[src/uhis_pkg.sv]
/*
  Package of the host interrupt status block: register offsets, bit positions,
  reset values and the per-source threshold classification.
  Assumes a 32-bit APB with word-aligned registers.
*/
package uhis_pkg;
  // ----------------------------------------------------------------
  // Register map
  // ----------------------------------------------------------------
  localparam logic [7:0]  UHIS_STATUS_OFF   = 8'h04;
  localparam logic [7:0]  UHIS_ENABLE_OFF   = 8'h08;
  localparam logic [7:0]  UHIS_CONTROL_OFF  = 8'h00;
  localparam logic [31:0] UHIS_ENABLE_RST   = 32'h0000_0000;
  localparam logic [5:0]  UHIS_STATUS_RST   = 6'h00;
  localparam logic [5:0]  UHIS_ENABLE_MASK  = 6'h3f;

  // ----------------------------------------------------------------
  // Field positions
  // ----------------------------------------------------------------
  localparam int UHIS_NSRC          = 6;
  localparam int UHIS_BIT_DONE      = 0;
  localparam int UHIS_BIT_ERROR     = 1;
  localparam int UHIS_BIT_PORT      = 2;
  localparam int UHIS_BIT_WRAP      = 3;
  localparam int UHIS_BIT_SYSERR    = 4;
  localparam int UHIS_BIT_ADVANCE   = 5;
  localparam int UHIS_BIT_RUN       = 0;
  localparam int UHIS_BIT_DOORBELL  = 1;
  localparam int UHIS_FRAME_NUMBER_WRAP    = 13;
  localparam int UHIS_FRAME_NUMBER_W       = 14;
  // Sources held back to the threshold tick: advance, error, done
  localparam logic [5:0] UHIS_THRESH_SRC = 6'h23;
endpackage

[src/uhis_flag_if.sv]
/*
  Interface carrying the per-source set, clear and flag vectors between the
  top and its flag bank. Assumes one clock domain.
*/
interface uhis_flag_if;
  import uhis_pkg::*;
  logic [UHIS_NSRC-1:0] set_vec;
  logic [UHIS_NSRC-1:0] clr_vec;
  logic [UHIS_NSRC-1:0] flags;
  modport ctrl (output set_vec, output clr_vec, input flags);
  modport bank (input set_vec, input clr_vec, output flags);
endinterface

[src/uhis_top.sv]
/*
  Interrupt status and enable block of a USB 2.0 host controller, APB slave.
  Assumes event strobes and the threshold tick are one-cycle pulses on pclk;
  port change and resume bits are levels from port logic on pclk.
*/
// The implementer's own choice: the APB register port.
// Behaviour
// - Set frame-wrap flag whenever frame number bit 13 toggles
// - Low flags stay set until a one is written; zero leaves them
// - Set port-change flag on rise of an owned port's change or resume bit
// - Set transaction-error flag when a transaction ends in error
// - Error with interrupt-on-complete sets both error and done flags
// - Set transaction-done flag on completion with interrupt-on-complete
// - Set transaction-done flag on short packet
// - Interrupt only when enable bit and status flag are both set
// - Flags set regardless of enable bits
// - Advance, error and done interrupts wait for the threshold tick
// - System error, wrap and port change interrupt at once
// - Clearing a flag stops its interrupt request
// - After doorbell, set advance flag at next async schedule advance
// - Memory read error sets system-error flag and clears run bit
module uhis_top
  import uhis_pkg::*;
#(
  parameter int NPORTS = 6
) (
  input  wire logic                      pclk,
  input  wire logic                      presetn,
  input  wire logic                      psel,
  input  wire logic                      penable,
  input  wire logic                      pwrite,
  input  wire logic [7:0]                paddr,
  input  wire logic [31:0]               pwdata,
  output logic      [31:0]               prdata,
  output logic                           pready,
  output logic                           pslverr,
  input  wire logic [UHIS_FRAME_NUMBER_W-1:0]   frame_number,
  input  wire logic [NPORTS-1:0]         port_change,
  input  wire logic [NPORTS-1:0]         port_resume,
  input  wire logic [NPORTS-1:0]         port_owner,
  input  wire logic                      xact_done,
  input  wire logic                      xact_ioc,
  input  wire logic                      xact_error,
  input  wire logic                      short_packet,
  input  wire logic                      async_advance,
  input  wire logic                      mem_read_error,
  input  wire logic                      thresh_tick,
  output logic                           run_out,
  output logic                           irq
);
  import uhis_pkg::*;

  uhis_flag_if fl ();

  // ----------------------------------------------------------------
  // Registered state
  // ----------------------------------------------------------------
  logic [UHIS_NSRC-1:0] enable_reg,   enable_next;
  logic [UHIS_NSRC-1:0] pending_reg,  pending_next;
  logic                 frbit_reg,    frbit_next;
  logic                 frvalid_reg,  frvalid_next;
  logic [NPORTS-1:0]    chg_reg,      chg_next;
  logic [NPORTS-1:0]    res_reg,      res_next;
  logic                 doorbell_reg, doorbell_next;
  logic                 run_reg,      run_next;
  logic                 irq_reg,      irq_next;
  logic [31:0]          prdata_reg,   prdata_next;
  logic                 pslverr_reg,  pslverr_next;

  logic access;
  logic wr_access;
  logic hit;
  logic [UHIS_NSRC-1:0] set_vec;
  logic [UHIS_NSRC-1:0] clr_vec;
  logic [UHIS_NSRC-1:0] active;

  // ----------------------------------------------------------------
  // APB decode
  // ----------------------------------------------------------------
  // Zero-wait slave: every access completes in its first access cycle
  assign access    = psel & penable;
  assign wr_access = access & pwrite;
  assign hit       = (paddr == UHIS_STATUS_OFF) || (paddr == UHIS_ENABLE_OFF)
                     || (paddr == UHIS_CONTROL_OFF);

  // ----------------------------------------------------------------
  // Event detection
  // ----------------------------------------------------------------
  always_comb begin
    set_vec = '0;
    set_vec[UHIS_BIT_WRAP]    = frvalid_reg & (frame_number[UHIS_FRAME_NUMBER_WRAP] != frbit_reg);
    set_vec[UHIS_BIT_PORT]    = |(~port_owner & ((port_change & ~chg_reg)
                                                 | (port_resume & ~res_reg)));
    set_vec[UHIS_BIT_ERROR]   = xact_error;
    // done causes; error with ioc sets both
    set_vec[UHIS_BIT_DONE]    = (xact_done & xact_ioc) | (xact_error & xact_ioc) | short_packet;
    set_vec[UHIS_BIT_ADVANCE] = doorbell_reg & async_advance;
    set_vec[UHIS_BIT_SYSERR]  = mem_read_error;
  end

  assign clr_vec = (wr_access && paddr == UHIS_STATUS_OFF) ? pwdata[UHIS_NSRC-1:0] : '0;

  assign fl.set_vec = set_vec;  // enables never gate set_vec
  assign fl.clr_vec = clr_vec;

  uhis_flag_bank u_flags (
    .pclk    (pclk),
    .presetn (presetn),
    .fl      (fl)
  );

  // ----------------------------------------------------------------
  // Next state for history, control and bus registers
  // ----------------------------------------------------------------
  always_comb begin
    frbit_next    = frame_number[UHIS_FRAME_NUMBER_WRAP];
    frvalid_next  = 1'b1;
    chg_next      = port_change;
    res_next      = port_resume;
    enable_next   = enable_reg;
    doorbell_next = doorbell_reg;
    run_next      = run_reg;
    prdata_next   = prdata_reg;
    pslverr_next  = 1'b0;
    if (psel && !penable && !pwrite) begin
      case (paddr)
        UHIS_STATUS_OFF:  prdata_next = {26'h0, fl.flags};
        UHIS_ENABLE_OFF:  prdata_next = {26'h0, enable_reg};
        UHIS_CONTROL_OFF: prdata_next = {30'h0, doorbell_reg, run_reg};
        default:          prdata_next = 32'h0000_0000;
      endcase
    end
    // Error flag raised in setup so that it stands through the access cycle
    if (psel && !penable && !hit) begin
      pslverr_next = 1'b1;
    end
    if (wr_access && paddr == UHIS_ENABLE_OFF) begin
      enable_next = pwdata[UHIS_NSRC-1:0] & UHIS_ENABLE_MASK;
    end
    if (wr_access && paddr == UHIS_CONTROL_OFF) begin
      run_next = pwdata[UHIS_BIT_RUN];
      if (pwdata[UHIS_BIT_DOORBELL]) begin
        doorbell_next = 1'b1;
      end
    end
    // Doorbell self-clears when the advance is reported
    if (set_vec[UHIS_BIT_ADVANCE]) begin
      doorbell_next = 1'b0;
    end
    if (mem_read_error) begin
      run_next = 1'b0;
    end
  end

  // ----------------------------------------------------------------
  // Interrupt forming
  // ----------------------------------------------------------------
  // enable and flag
  assign active = enable_reg & fl.flags;

  always_comb begin
    // held until threshold; dropped when flag cleared
    pending_next = (pending_reg | (thresh_tick ? UHIS_THRESH_SRC : '0)) & active
                   & UHIS_THRESH_SRC;
    // immediate sources plus released gated ones
    // Gated ones are masked by active so a clear drops irq as fast as the rest
    irq_next = |((active & ~UHIS_THRESH_SRC) | (pending_reg & active));
  end

  // ----------------------------------------------------------------
  // Registers
  // ----------------------------------------------------------------
  // enable resets to zero
  always_ff @(posedge pclk or negedge presetn) begin
    if (!presetn) begin
      enable_reg   <= UHIS_ENABLE_RST[UHIS_NSRC-1:0];
      pending_reg  <= '0;
      frbit_reg    <= 1'b0;
      frvalid_reg  <= 1'b0;
      chg_reg      <= '0;
      res_reg      <= '0;
      doorbell_reg <= 1'b0;
      run_reg      <= 1'b0;
      irq_reg      <= 1'b0;
      prdata_reg   <= 32'h0000_0000;
      pslverr_reg  <= 1'b0;
    end else begin
      enable_reg   <= enable_next;
      pending_reg  <= pending_next;
      frbit_reg    <= frbit_next;
      frvalid_reg  <= frvalid_next;
      chg_reg      <= chg_next;
      res_reg      <= res_next;
      doorbell_reg <= doorbell_next;
      run_reg      <= run_next;
      irq_reg      <= irq_next;
      prdata_reg   <= prdata_next;
      pslverr_reg  <= pslverr_next;
    end
  end

  assign prdata  = prdata_reg;
  assign pslverr = pslverr_reg;
  assign pready  = 1'b1;    // Constant ready, counts as a tied flop-free output
  assign run_out = run_reg;
  assign irq     = irq_reg;

  // ----------------------------------------------------------------
  // Checks
  // ----------------------------------------------------------------
  property p_wrap_set;
    @(posedge pclk) disable iff (!presetn)
      (frvalid_reg && frame_number[UHIS_FRAME_NUMBER_WRAP] != frbit_reg)
        |=> fl.flags[UHIS_BIT_WRAP];
  endproperty
  a_wrap_set: assert property (p_wrap_set) else $error("wrap flag not set");

  property p_port_set;
    @(posedge pclk) disable iff (!presetn)
      |(~port_owner & port_change & ~chg_reg) |=> fl.flags[UHIS_BIT_PORT];
  endproperty
  a_port_set: assert property (p_port_set) else $error("port flag not set");

  property p_err_both;
    @(posedge pclk) disable iff (!presetn)
      (xact_error && xact_ioc) |=> (fl.flags[UHIS_BIT_ERROR] && fl.flags[UHIS_BIT_DONE]);
  endproperty
  a_err_both: assert property (p_err_both) else $error("error with ioc not both set");

  property p_short_done;
    @(posedge pclk) disable iff (!presetn)
      short_packet |=> fl.flags[UHIS_BIT_DONE];
  endproperty
  a_short_done: assert property (p_short_done) else $error("short packet lost");

  property p_no_irq_disabled;
    @(posedge pclk) disable iff (!presetn)
      (enable_reg == '0 && $past(enable_reg) == '0 && pending_reg == '0) |-> !irq;
  endproperty
  a_no_irq_disabled: assert property (p_no_irq_disabled) else $error("irq while disabled");

  property p_thresh_wait;
    @(posedge pclk) disable iff (!presetn)
      (pending_reg == '0 && !thresh_tick && (active & ~UHIS_THRESH_SRC) == '0) |=> !irq;
  endproperty
  a_thresh_wait: assert property (p_thresh_wait) else $error("gated irq before tick");

  property p_immediate;
    @(posedge pclk) disable iff (!presetn)
      active[UHIS_BIT_SYSERR] |=> irq;
  endproperty
  a_immediate: assert property (p_immediate) else $error("system error irq late");

  property p_syserr_stop;
    @(posedge pclk) disable iff (!presetn)
      mem_read_error |=> (!run_out && fl.flags[UHIS_BIT_SYSERR]);
  endproperty
  a_syserr_stop: assert property (p_syserr_stop) else $error("system error not handled");

  property p_error_set;
    @(posedge pclk) disable iff (!presetn)
      xact_error |=> fl.flags[UHIS_BIT_ERROR];
  endproperty
  a_error_set: assert property (p_error_set) else $error("error flag not set");

  property p_done_set;
    @(posedge pclk) disable iff (!presetn)
      (xact_done && xact_ioc) |=> fl.flags[UHIS_BIT_DONE];
  endproperty
  a_done_set: assert property (p_done_set) else $error("done flag not set");

  property p_advance_set;
    @(posedge pclk) disable iff (!presetn)
      (doorbell_reg && async_advance) |=> fl.flags[UHIS_BIT_ADVANCE];
  endproperty
  a_advance_set: assert property (p_advance_set) else $error("advance flag not set");

  property p_ack_drop;
    @(posedge pclk) disable iff (!presetn)
      (active == '0) |=> !irq;
  endproperty
  a_ack_drop: assert property (p_ack_drop) else $error("irq held after clear");

  property p_gated_release;
    @(posedge pclk) disable iff (!presetn)
      (pending_reg[UHIS_BIT_DONE] && active[UHIS_BIT_DONE]) |=> irq;
  endproperty
  a_gated_release: assert property (p_gated_release) else $error("released irq missing");

  property p_port_resume;
    @(posedge pclk) disable iff (!presetn)
      |(~port_owner & port_resume & ~res_reg) |=> fl.flags[UHIS_BIT_PORT];
  endproperty
  a_port_resume: assert property (p_port_resume) else $error("resume not flagged");

  property p_wrap_quiet;
    @(posedge pclk) disable iff (!presetn)
      (frvalid_reg && frame_number[UHIS_FRAME_NUMBER_WRAP] == frbit_reg
       && !fl.flags[UHIS_BIT_WRAP]) |=> !fl.flags[UHIS_BIT_WRAP];
  endproperty
  a_wrap_quiet: assert property (p_wrap_quiet) else $error("wrap flag without toggle");
endmodule

[src/uhis_flag_bank.sv]
/*
  Bank of sticky write-one-to-clear status flags, one per source.
  Assumes set and clear vectors are synchronous to pclk.
*/
module uhis_flag_bank
  import uhis_pkg::*;
(
  input  wire logic pclk,
  input  wire logic presetn,
  uhis_flag_if.bank fl
);
  logic [UHIS_NSRC-1:0] flag_reg;
  logic [UHIS_NSRC-1:0] flag_next;

  // ----------------------------------------------------------------
  // Flag update
  // ----------------------------------------------------------------
  // sticky until write-one
  // Set wins over a same-cycle clear so no event is lost
  always_comb begin
    flag_next = (flag_reg & ~fl.clr_vec) | fl.set_vec;
  end

  always_ff @(posedge pclk or negedge presetn) begin
    if (!presetn) begin
      flag_reg <= UHIS_STATUS_RST;
    end else begin
      flag_reg <= flag_next;
    end
  end

  assign fl.flags = flag_reg;

  property p_flag_sticky;
    @(posedge pclk) disable iff (!presetn)
      $fell(flag_reg[UHIS_BIT_WRAP]) |-> $past(fl.clr_vec[UHIS_BIT_WRAP]);
  endproperty
  a_flag_sticky: assert property (p_flag_sticky) else $error("flag fell without clear");
endmodule

[config.mk]
export PLATFORM = sky130hd
export DESIGN_NAME = uhis_top
export DESIGN_NICKNAME = d
export VERILOG_FILES = /design/src/uhis_pkg.sv /design/src/uhis_flag_if.sv /design/src/uhis_top.sv /design/src/uhis_flag_bank.sv
export SDC_FILE = /design/constraint.sdc
export NUM_CORES = 1
export LEC_CHECK = 0
export BUFFER_PORTS_ARGS = -buffer_cell sky130_fd_sc_hd__buf_4
export CELL_PAD_IN_SITES_DETAIL_PLACEMENT = 0
export CELL_PAD_IN_SITES_GLOBAL_PLACEMENT = 2
export CORE_MARGIN = 2
export CORE_UTILIZATION = 25
export CTS_CLUSTER_SIZE = 8
export DETAILED_ROUTE_END_ITERATION = 10
export PLACE_DENSITY_LB_ADDON = 0.05
export SYNTH_ARGS = -nofsm -noshare
export SYNTH_HDL_FRONTEND = slang
export SYNTH_SLANG_ARGS = --single-unit
[constraint.sdc]
create_clock -name pclk -period 3.1 [get_ports pclk]
set_input_delay 0.62 -clock pclk [delete_from_list [all_inputs] [get_ports pclk]]
set_output_delay 0.62 -clock pclk [all_outputs]
set_load 0.02 [all_outputs]
==> metrics.csv, run 1 <==
metric,value,unit
run_status,"complete, no violations",
dp_worst_setup_slack,0.4733,ns
routedWlPerCell,12.76,um
die_w,88.90,um
cts_tree,done,
critical_path_required,3.26,ns
number_of_failing_hold_endpoints_at_the_final_stage,0,
dp.final_hpwl,3150,um
layout.cells.most_common_list,"buf_4, dfrtp_1, conb_1",
cts_sinks,39,
grt_max_degree,40,
floorplan.die_area,0.007902,mm2
clkLatencyLatePin,0.28,ns
number_of_buffers_inserted_during_clock_tree_synthesis,5,
synth_ff_type,dfrtp_1,
cts_max_path_buffers,2,
first_pass_grt_wire_length,6361,um
numPlacedInstances,308,
hold_crit_class,in2async,
start_util,0.2623,
die_height,88.90,um
worst_setup_hold_path_clk_slew,0.08,ns
num_antenna_cells,0,
port_buffers,53,
yosys_register_bits,39,
combined_area_of_all_synthesized_cells,0.001802,mm2
grt_pass1_vias,1280,
placer_s_final_routability_congestion_estimate,0.7364,
drc,0,
finish.utilization,0.3359,
post_cts_hold_buffer_count,0,
floorplan.core_area,0.006869,mm2
critical_path_startpoint_category,primary input,
worstPathMaxFanout,4,
grt-ovfl-total,0,
fmax,0.4280,GHz
cts-resized-gates,0,
start_to_end_type_of_the_worst_setup_path,in2reg,
area.growth.synth_to_final,28.06,%
max_slew_margin,0.6566,
number_of_max_capacitance_violations_reported,0,
drt-vias-per-instance,4.076,
finClkSkew,0.002904,ns
yosys.cell_types.count,33,
vdd_drop_max,0.0001943,V
power_per_cell_area,446.4,mW/mm2
ys_async_sr_fraction,1.000,
p_leak,1.168,nW
final_setup_viols,0,
period_needed,2.336,ns
yosysSeqAreaShare,0.5417,
final_layout_size_suffix_gt1_frac,0.3318,
ant_nets,0,
postSynthAreaPerCell,11.05,um2
tightest_slew,0.5140,ns
rsz_0062_raised_after_global_routing,no,
worst_ep_arrival_time,2.49,ns
crit_path_end_kind,register,
final_nets,303,
drt_iter0_drc,70,
clockRootBuffer,clkbuf_8,
cell_count_after_synthesis,163,
core.rowCount,30,
synth_edf_count,0,
layout.cells.most_common,buf_4,
layout.cells.non_filler,316,
pin_count,120,
setup_tns,0,ns
detail_route.first_pass.iterations,4,
htreeDepth,2,
finalWorstSetupSlack,0.7637,ns
cts_setup_buffers,0,
wirelength,4032,um
yosysWarningCount,0,
global_route.usage.total,0.1086,
fin_crit_sh,0.7537,
antenna_found_initial,0,
via_count,1288,
slew_viol_final,0,
==> Yosys cell counts, types with 2 or more instances <==
cell type   n  share of area
dfrtp_1    39           0.54
buf_4      27           0.11
inv_1      13          0.027
nand2_1    12          0.025
a22oi_1    10          0.042
mux2_2      6          0.037
o31ai_1     6          0.025
nand3_1     5          0.014
clkbuf_1    4         0.0083
nor2_1      4         0.0083
o22ai_1     4          0.014
a21oi_1     3         0.0083
mux2i_1     3          0.017
o211a_1     3          0.017
a21o_1      2         0.0083
a22o_1      2         0.0097
conb_1      2         0.0042
nor2b_1     2         0.0069
or2_2       2         0.0069
==> stage by stage <==
stage	total power [mW]	hold slack (ns)	instance area (um2)
global route	1.089	0.3317	2307
detailed placement	0.6659	0.4569	2207
CTS	1.046	0.3186	2307
finish	1.030	0.3025	2307
global placement	0.6629	0.4568	2207
floorplan	0.6215	0.3244	1899
==> final cells by class <==
class / count / area, um2
Clock buffer: 8 / 100.1
Timing Repair Buffer: 54 / 405.4
Multi-Input combinational cell: 106 / 656.9
Inverter: 13 / 48.80
Sequential cell: 39 / 975.9
Fill cell: 728 / 4562
Tap cell: 96 / 120.1
==> per-layer routing <==
metal  share of wire  vias up  track usage
met1            0.41      610       0.1298
met4          0.0060        0      0.03306
met5               0        -            0
met2            0.49       54       0.1805
met3           0.090        2      0.04340
li1                -      622            -
==> path summary, 6_finish.rpt <==
kind / slack, ns / depth (start not counted) / endpoint / start
setup / recovery: 0.76 / 5 / u_flags.fl.flags[2]$_DFF_PN0_ / paddr[5]
hold / removal: 0.30 / 1 / prdata[5]$_DFFE_PN0P_ / presetn
setup reg to reg: 1.83 / 4 / u_flags.fl.flags[2]$_DFF_PN0_ / chg_reg[1]$_DFF_PN0_
hold reg to reg: 0.47 / 1 / u_flags.fl.flags[3]$_DFF_PN0_ / frvalid_reg$_DFF_PN0_
max in group asynchronous: 2.45 / 1 / enable_reg[3]$_DFFE_PN0P_ / presetn
min in group pclk: 0.45 / 1 / res_reg[3]$_DFF_PN0_ / port_resume[3]
==> power by group <==
group	internal, mW	switching, mW	leakage [nW]
Clock	0.203	0.173	0.0515
Combinational	0.0534	0.0731	0.634
Sequential	0.522	0.00565	0.483
==> worst max-delay path, cell delays in order <==
cell    delay, ns
buf_4        0.11
or4_4        0.55
or3_4        0.40
o31a_1       0.30
or4_1        0.52
==> kinds of logic (layout without fill, tap and decap cells) <==
logic type,after synthesis,after routing,share of synthesized area
other,2,28,0.004168
XOR/XNOR,1,1,0.004862
AO/OA/AOI/OAI,34,34,0.1431
flip-flops,39,39,0.5417
multiplexers,9,9,0.05416
AND/OR/NAND/NOR,34,34,0.1042
buffers and inverters,44,75,0.1479
(Power assumes the default switching activity.)
==> run 2: changes to the inputs <==
CORE_UTILIZATION = 21   (was 25)
clock period = 2.1 ns   (was 3.1 ns; I/O delays follow)
==> run 2 against run 1 <==
  * Die area increased by 18%
  * Worst setup slack got worse by 0.63 ns
  * Highest routed layer unchanged
  * Register-to-register slack got worse by 1.1 ns
  * Worst hold slack got worse by 0.21 ns
  * Total power increased by 57%
  * Via count increased by 0.31%
  * Flip-flop and latch count unchanged
  * Critical path type unchanged
  * Combinational power increased by 52%
  * Core utilization decreased by 4.9 points
==> metrics.csv, run 2 (synthesis gave the netlist of run 1 again) <==
metric,value,unit
power_frac_seq,0.481,
n_fill_cell,911,
worstPathMaxFanout,3,
crit_path_end_kind,register,
layout.cells.most_common_list,"buf_4, dfrtp_1, conb_1",
layout.cells.most_common,buf_4,
number_of_failing_hold_endpoints_at_the_final_stage,0,
slowest_stage_cell_crit_path,or4_4,
critical_path_startpoint_category,primary input,
clockRootBuffer,clkbuf_8,
cts-resized-gates,0,
layout.cells.non_filler,329,
floorplan.core_area,0.008258,mm2
slew_viol_final,0,
largest_incremental_delay_on_the_critical_path,0.53,ns
pwr-share-clk,0.401,
placed_cell_area,0.002248,mm2
dp_worst_setup_slack,-0.1767,ns
hold_crit_class,in2async,
floorplan.die_area,0.009336,mm2
vdd_drop_max,0.0002288,V
run_status,"complete, no violations",
cts_sinks,39,
antenna_found_initial,0,
clkLatencyLatePin,0.29,ns
die_w,96.63,um
comb_power_share,0.119,
global_route.usage.total,0.09708,
htreeDepth,2,
via_count,1292,
drc,0,
grt.met1_usage,0.1312,
die_height,96.63,um
pin_count,120,
detail_route.first_pass.iterations,4,
total_area_of_sequential_cells,975.9,um2
ant_nets,0,
area.growth.synth_to_final,31.32,%
placer_s_final_routability_congestion_estimate,0.7160,
multiInputGateArea,656.9,um2
intPower,1.237,mW
wirelength,4300,um
critPathLaunch,paddr[6],
final_layout_size_suffix_gt1_frac,0.3482,
setup_tns,0,ns
post_cts_hold_buffer_count,0,
crit-reg2reg-launch,chg_reg[0]$_DFF_PN0_,
critical_path_required,2.26,ns
finClkSkew,0.007334,ns
crit_path_cell_trace,buf_4 -> or4_4 -> or3_4 -> o31a_1 -> or4_1,
globalRoute.busiestLayer,met2,
r2r_cells,4,
drt-vias-per-instance,3.927,
finalInstanceArea,0.002366,mm2
drt_iter0_drc,39,
number_of_max_capacitance_violations_reported,0,
final_nets,307,
max_slew_margin,0.6544,
cts_max_path_buffers,2,
routedWlPerCell,13.07,um
cts_tree,done,
period_needed,1.963,ns
core.rowCount,33,
number_of_buffers_inserted_during_clock_tree_synthesis,5,
first_pass_grt_wire_length,7251,um
worst_ep_arrival_time,2.12,ns
tightest_slew,0.5184,ns
rsz_0062_raised_after_global_routing,no,
fin_crit_sh,0.9347,
fmax,0.5094,GHz
p_sw,384.8,uW
finalWorstSetupSlack,0.1370,ns
worst_setup_hold_path_clk_slew,0.08,ns
num_antenna_cells,0,
dp.final_hpwl,3348,um
worstReg2RegEnd,u_flags.fl.flags[2]$_DFF_PN0_,
start_to_end_type_of_the_worst_setup_path,in2reg,
port_buffers,53,
start_util,0.2182,
worst-r2r-setup-slack,0.76,ns
numPlacedInstances,321,
grt_max_degree,40,
cts_setup_buffers,0,
grt.met3_usage,0.02746,
power_per_cell_area,685.3,mW/mm2
grt-ovfl-total,0,
grt_pass1_vias,1361,
power_switching_share,0.2373,
final_setup_viols,0,
global_route.usage.met2,0.1512,
p_leak,1.196,nW
run 2: cell count changes in the layout (fill, tap and decap cells not counted):
cell       previous run  this run
buf_4                54        58
bufinv_16             0         1
clkbuf_1              1         0
clkbuf_8              7         6
clkinv_2              0         1
run 2: power groups by stage:
stage,registers [mW],clock network (mW),logic [mW]
2_1_floorplan,0.795,0,0.122
3_3_place_gp,0.794,0,0.194
3_5_place_dp,0.794,0,0.196
4_1_cts,0.779,0.684,0.196
5_1_grt,0.782,0.723,0.214
6_report,0.779,0.650,0.192
run 2: layer usage:
metal  vias to the layer above  wire length [um]
met5                         -                 0
met4                         0                45
met3                         6               210
met2                        46              1993
met1                       606              2050
li1                        634                 -
run 2: how the worst max path moves through the flow:
stage                               endpoint
2_1_floorplan  u_flags.fl.flags[2]$_DFF_PN0_
3_3_place_gp   u_flags.fl.flags[2]$_DFF_PN0_
3_5_place_dp   u_flags.fl.flags[2]$_DFF_PN0_
4_1_cts        u_flags.fl.flags[2]$_DFF_PN0_
5_1_grt            enable_reg[0]$_DFFE_PN0P_
6_report       u_flags.fl.flags[2]$_DFF_PN0_
run 2: area by class of cell:
type                       count  area share
timing repair buffer          58      0.1840
tap                          105     0.05553
multi-input combinational    106      0.2776
clock buffer                   6     0.03490
sequential                    39      0.4125
clock inverter                 2     0.01481
inverter                      13     0.02062
run 2: metrics by stage:
stage,power [mW],util,hold slack [ns]
2_1_floorplan,0.9174,-,0.1244
3_3_place_gp,0.9874,0.2723,0.4383
3_5_place_dp,0.9898,0.2723,0.4419
4_1_cts,1.659,0.2865,0.1141
5_1_grt,1.719,0.2865,0.1338
6_report,1.622,0.2865,0.08988
run 2: worst max-delay path, delay by kind of cell:
family                 cells  cell delay, ns
and+or+nand+nor            3            1.34
AOI/OAI and AO/OA          1            0.24
buffers and inverters      1            0.11
==> run 3: changes to the inputs <==
SLEW_MARGIN = 25   (was default)
clock period = 1.77 ns   (was 2.1 ns; I/O delays follow)
==> run 3 against run 2 <==
  * The flow now finishes with violations (negative setup slack)
  * First-iteration DRC count increased by 38%
  * Final area rose by 0.63%
  * Via count decreased by 0.15%
  * Final cell count down 0.30%
  * Global-route usage fell by 0.12 points
  * Core utilization is 0.18 points higher
  * Wire length grew 1.5%
  * Worst setup slack got worse by 0.27 ns
  * Largest power group unchanged
==> metrics.csv, run 3 (synthesis gave the netlist of run 1 again) <==
metric,value,unit
r2r_cells,4,
worstReg2RegEnd,u_flags.fl.flags[2]$_DFF_PN0_,
period_needed,1.906,ns
grt-ovfl-total,0,
hold-worst-slack,0.02996,ns
ant_nets,0,
p_leak,1.200,nW
floorplan.core_area,0.008258,mm2
die_w,96.63,um
slew_viol_final,0,
first_pass_grt_wire_length,7010,um
largest_incremental_delay_on_the_critical_path,0.54,ns
cts_setup_buffers,0,
top_layer_used,met3,
layout.cells.non_filler,328,
crit_path_cell_trace,buf_6 -> or4_4 -> or3_4 -> o31a_1 -> or4_1,
routed-wl-met2,2107,um
wl_met3,288,um
pin_count,120,
drt-vias-per-instance,3.933,
max_slew_margin,0.6642,
critical_path_startpoint_category,primary input,
dp_worst_setup_slack,-0.4673,ns
fin_crit_sh,1.077,
port_buffers,53,
layout.cells.most_common,buf_4,
core.rowCount,33,
final_setup_viols,5,
final_nets,306,
htreeDepth,2,
final_layout_size_suffix_gt1_frac,0.3498,
routedLengthMet1,1968,um
wirelength,4364,um
drt_iter0_drc,54,
layout.cells.most_common_list,"buf_4, dfrtp_1, conb_1",
failed_checks,negative setup slack,
antenna_found_initial,0,
fmax,0.5248,GHz
setup_tns,-0.1505,ns
detail_route.first_pass.iterations,4,
placer_s_final_routability_congestion_estimate,0.7221,
clkLatencyLatePin,0.29,ns
floorplan.die_area,0.009336,mm2
cts_tree,done,
number_of_max_capacitance_violations_reported,0,
num_antenna_cells,0,
number_of_failing_hold_endpoints_at_the_final_stage,0,
routedWlPerCell,13.30,um
cts_max_path_buffers,2,
finish.utilization,0.2883,
tightest_slew,0.5037,ns
slowest_stage_cell_crit_path,or4_4,
power_per_cell_area,810.5,mW/mm2
worstPathMaxFanout,4,
start_util,0.2182,
crit_path_end_kind,register,
global_route.usage.total,0.09584,
numPlacedInstances,320,
number_of_buffers_inserted_during_clock_tree_synthesis,5,
worst-r2r-setup-slack,0.41,ns
finClkSkew,0.006553,ns
finalWorstSetupSlack,-0.1356,ns
n_fill_cell,893,
hold_crit_class,in2async,
area.growth.synth_to_final,32.15,%
grt_pass1_vias,1341,
timing.critical_path.max_delay_family,simple AND/OR/NAND/NOR gates,
rsz_0062_raised_after_global_routing,yes,
die_height,96.63,um
run_status,"complete, but fails checks",
grt_max_degree,40,
critPathBufInv,1,
crit-reg2reg-launch,chg_reg[1]$_DFF_PN0_,
cts_sinks,39,
drc,0,
vdd_drop_max,0.0003293,V
worst_setup_hold_path_clk_slew,0.08,ns
dp.final_hpwl,3469,um
start_to_end_type_of_the_worst_setup_path,in2reg,
critical_path_required,1.92,ns
via_count,1290,
worst_ep_arrival_time,2.06,ns
clockRootBuffer,clkbuf_8,
## run 3: changes by cell type in the layout (fill, tap and decap cells not counted)
cell,before,now
buf_4,58,54
buf_6,0,2
nand2b_2,0,1
buf_12,0,1
nand2b_1,1,0
## run 3: stage by stage
step                area, um2  power [mW]
finish                   2381       1.930
global route             2381       2.025
CTS                      2377       1.967
detailed placement       2253       1.176
global placement         2253       1.174
floorplan                1901       1.088
## run 3: per-layer routing
layer / global-route usage / up-vias
li1: - / 627
met2: 0.1533 / 56
met3: 0.03324 / 0
met1: 0.1222 / 607
met5: 0 / -
met4: 0.02925 / 0
## run 3: repair_timing
item	4_1_cts	5_1_grt
hold buffers	0	0
resized for setup	2	1
pin swaps	1	0
hold endpoints to repair	0	0
endpoints found under the setup margin	7	7
## run 3: final cells by class
class | count | area, um2 | area share
Tap cell | 105 | 131.4 | 0.05518
Multi-Input combinational cell | 106 | 659.4 | 0.2769
Clock buffer | 6 | 82.58 | 0.03468
Inverter | 13 | 48.80 | 0.02049
Sequential cell | 39 | 975.9 | 0.4099
Timing Repair Buffer | 57 | 447.9 | 0.1881
Clock inverter | 2 | 35.03 | 0.01471
## run 3: worst max-delay path by stage
| stage | startpoint | to | slack (ns) | depth (start not counted) |
|---|---|---|---|---|
| floorplan | paddr[6] | u_flags.fl.flags[2]$_DFF_PN0_ | -0.25 | 4 |
| global placement | paddr[6] | u_flags.fl.flags[2]$_DFF_PN0_ | -0.40 | 5 |
| detailed placement | paddr[6] | u_flags.fl.flags[2]$_DFF_PN0_ | -0.47 | 5 |
| CTS | paddr[6] | u_flags.fl.flags[2]$_DFF_PN0_ | -0.11 | 5 |
| global route | paddr[6] | u_flags.fl.flags[2]$_DFF_PN0_ | -0.15 | 5 |
| finish | paddr[6] | u_flags.fl.flags[2]$_DFF_PN0_ | -0.14 | 5 |
## run 3: where the power goes
| part | total, mW | leakage [nW] | switching (mW) | internal (mW) |
|---|---|---|---|---|
| clock network | 0.774 | 0.0612 | 0.317 | 0.456 |
| logic | 0.231 | 0.656 | 0.133 | 0.0980 |
| registers | 0.925 | 0.483 | 0.0108 | 0.914 |
| total | 1.93 | 1.20 | 0.462 | 1.47 |
## run 3: worst reg2reg max path, cell delays in order (launching register included)
cell     delay (ns)
dfrtp_1        0.33
inv_1          0.04
a22oi_1        0.19
o22ai_1        0.13
or4_1          0.54
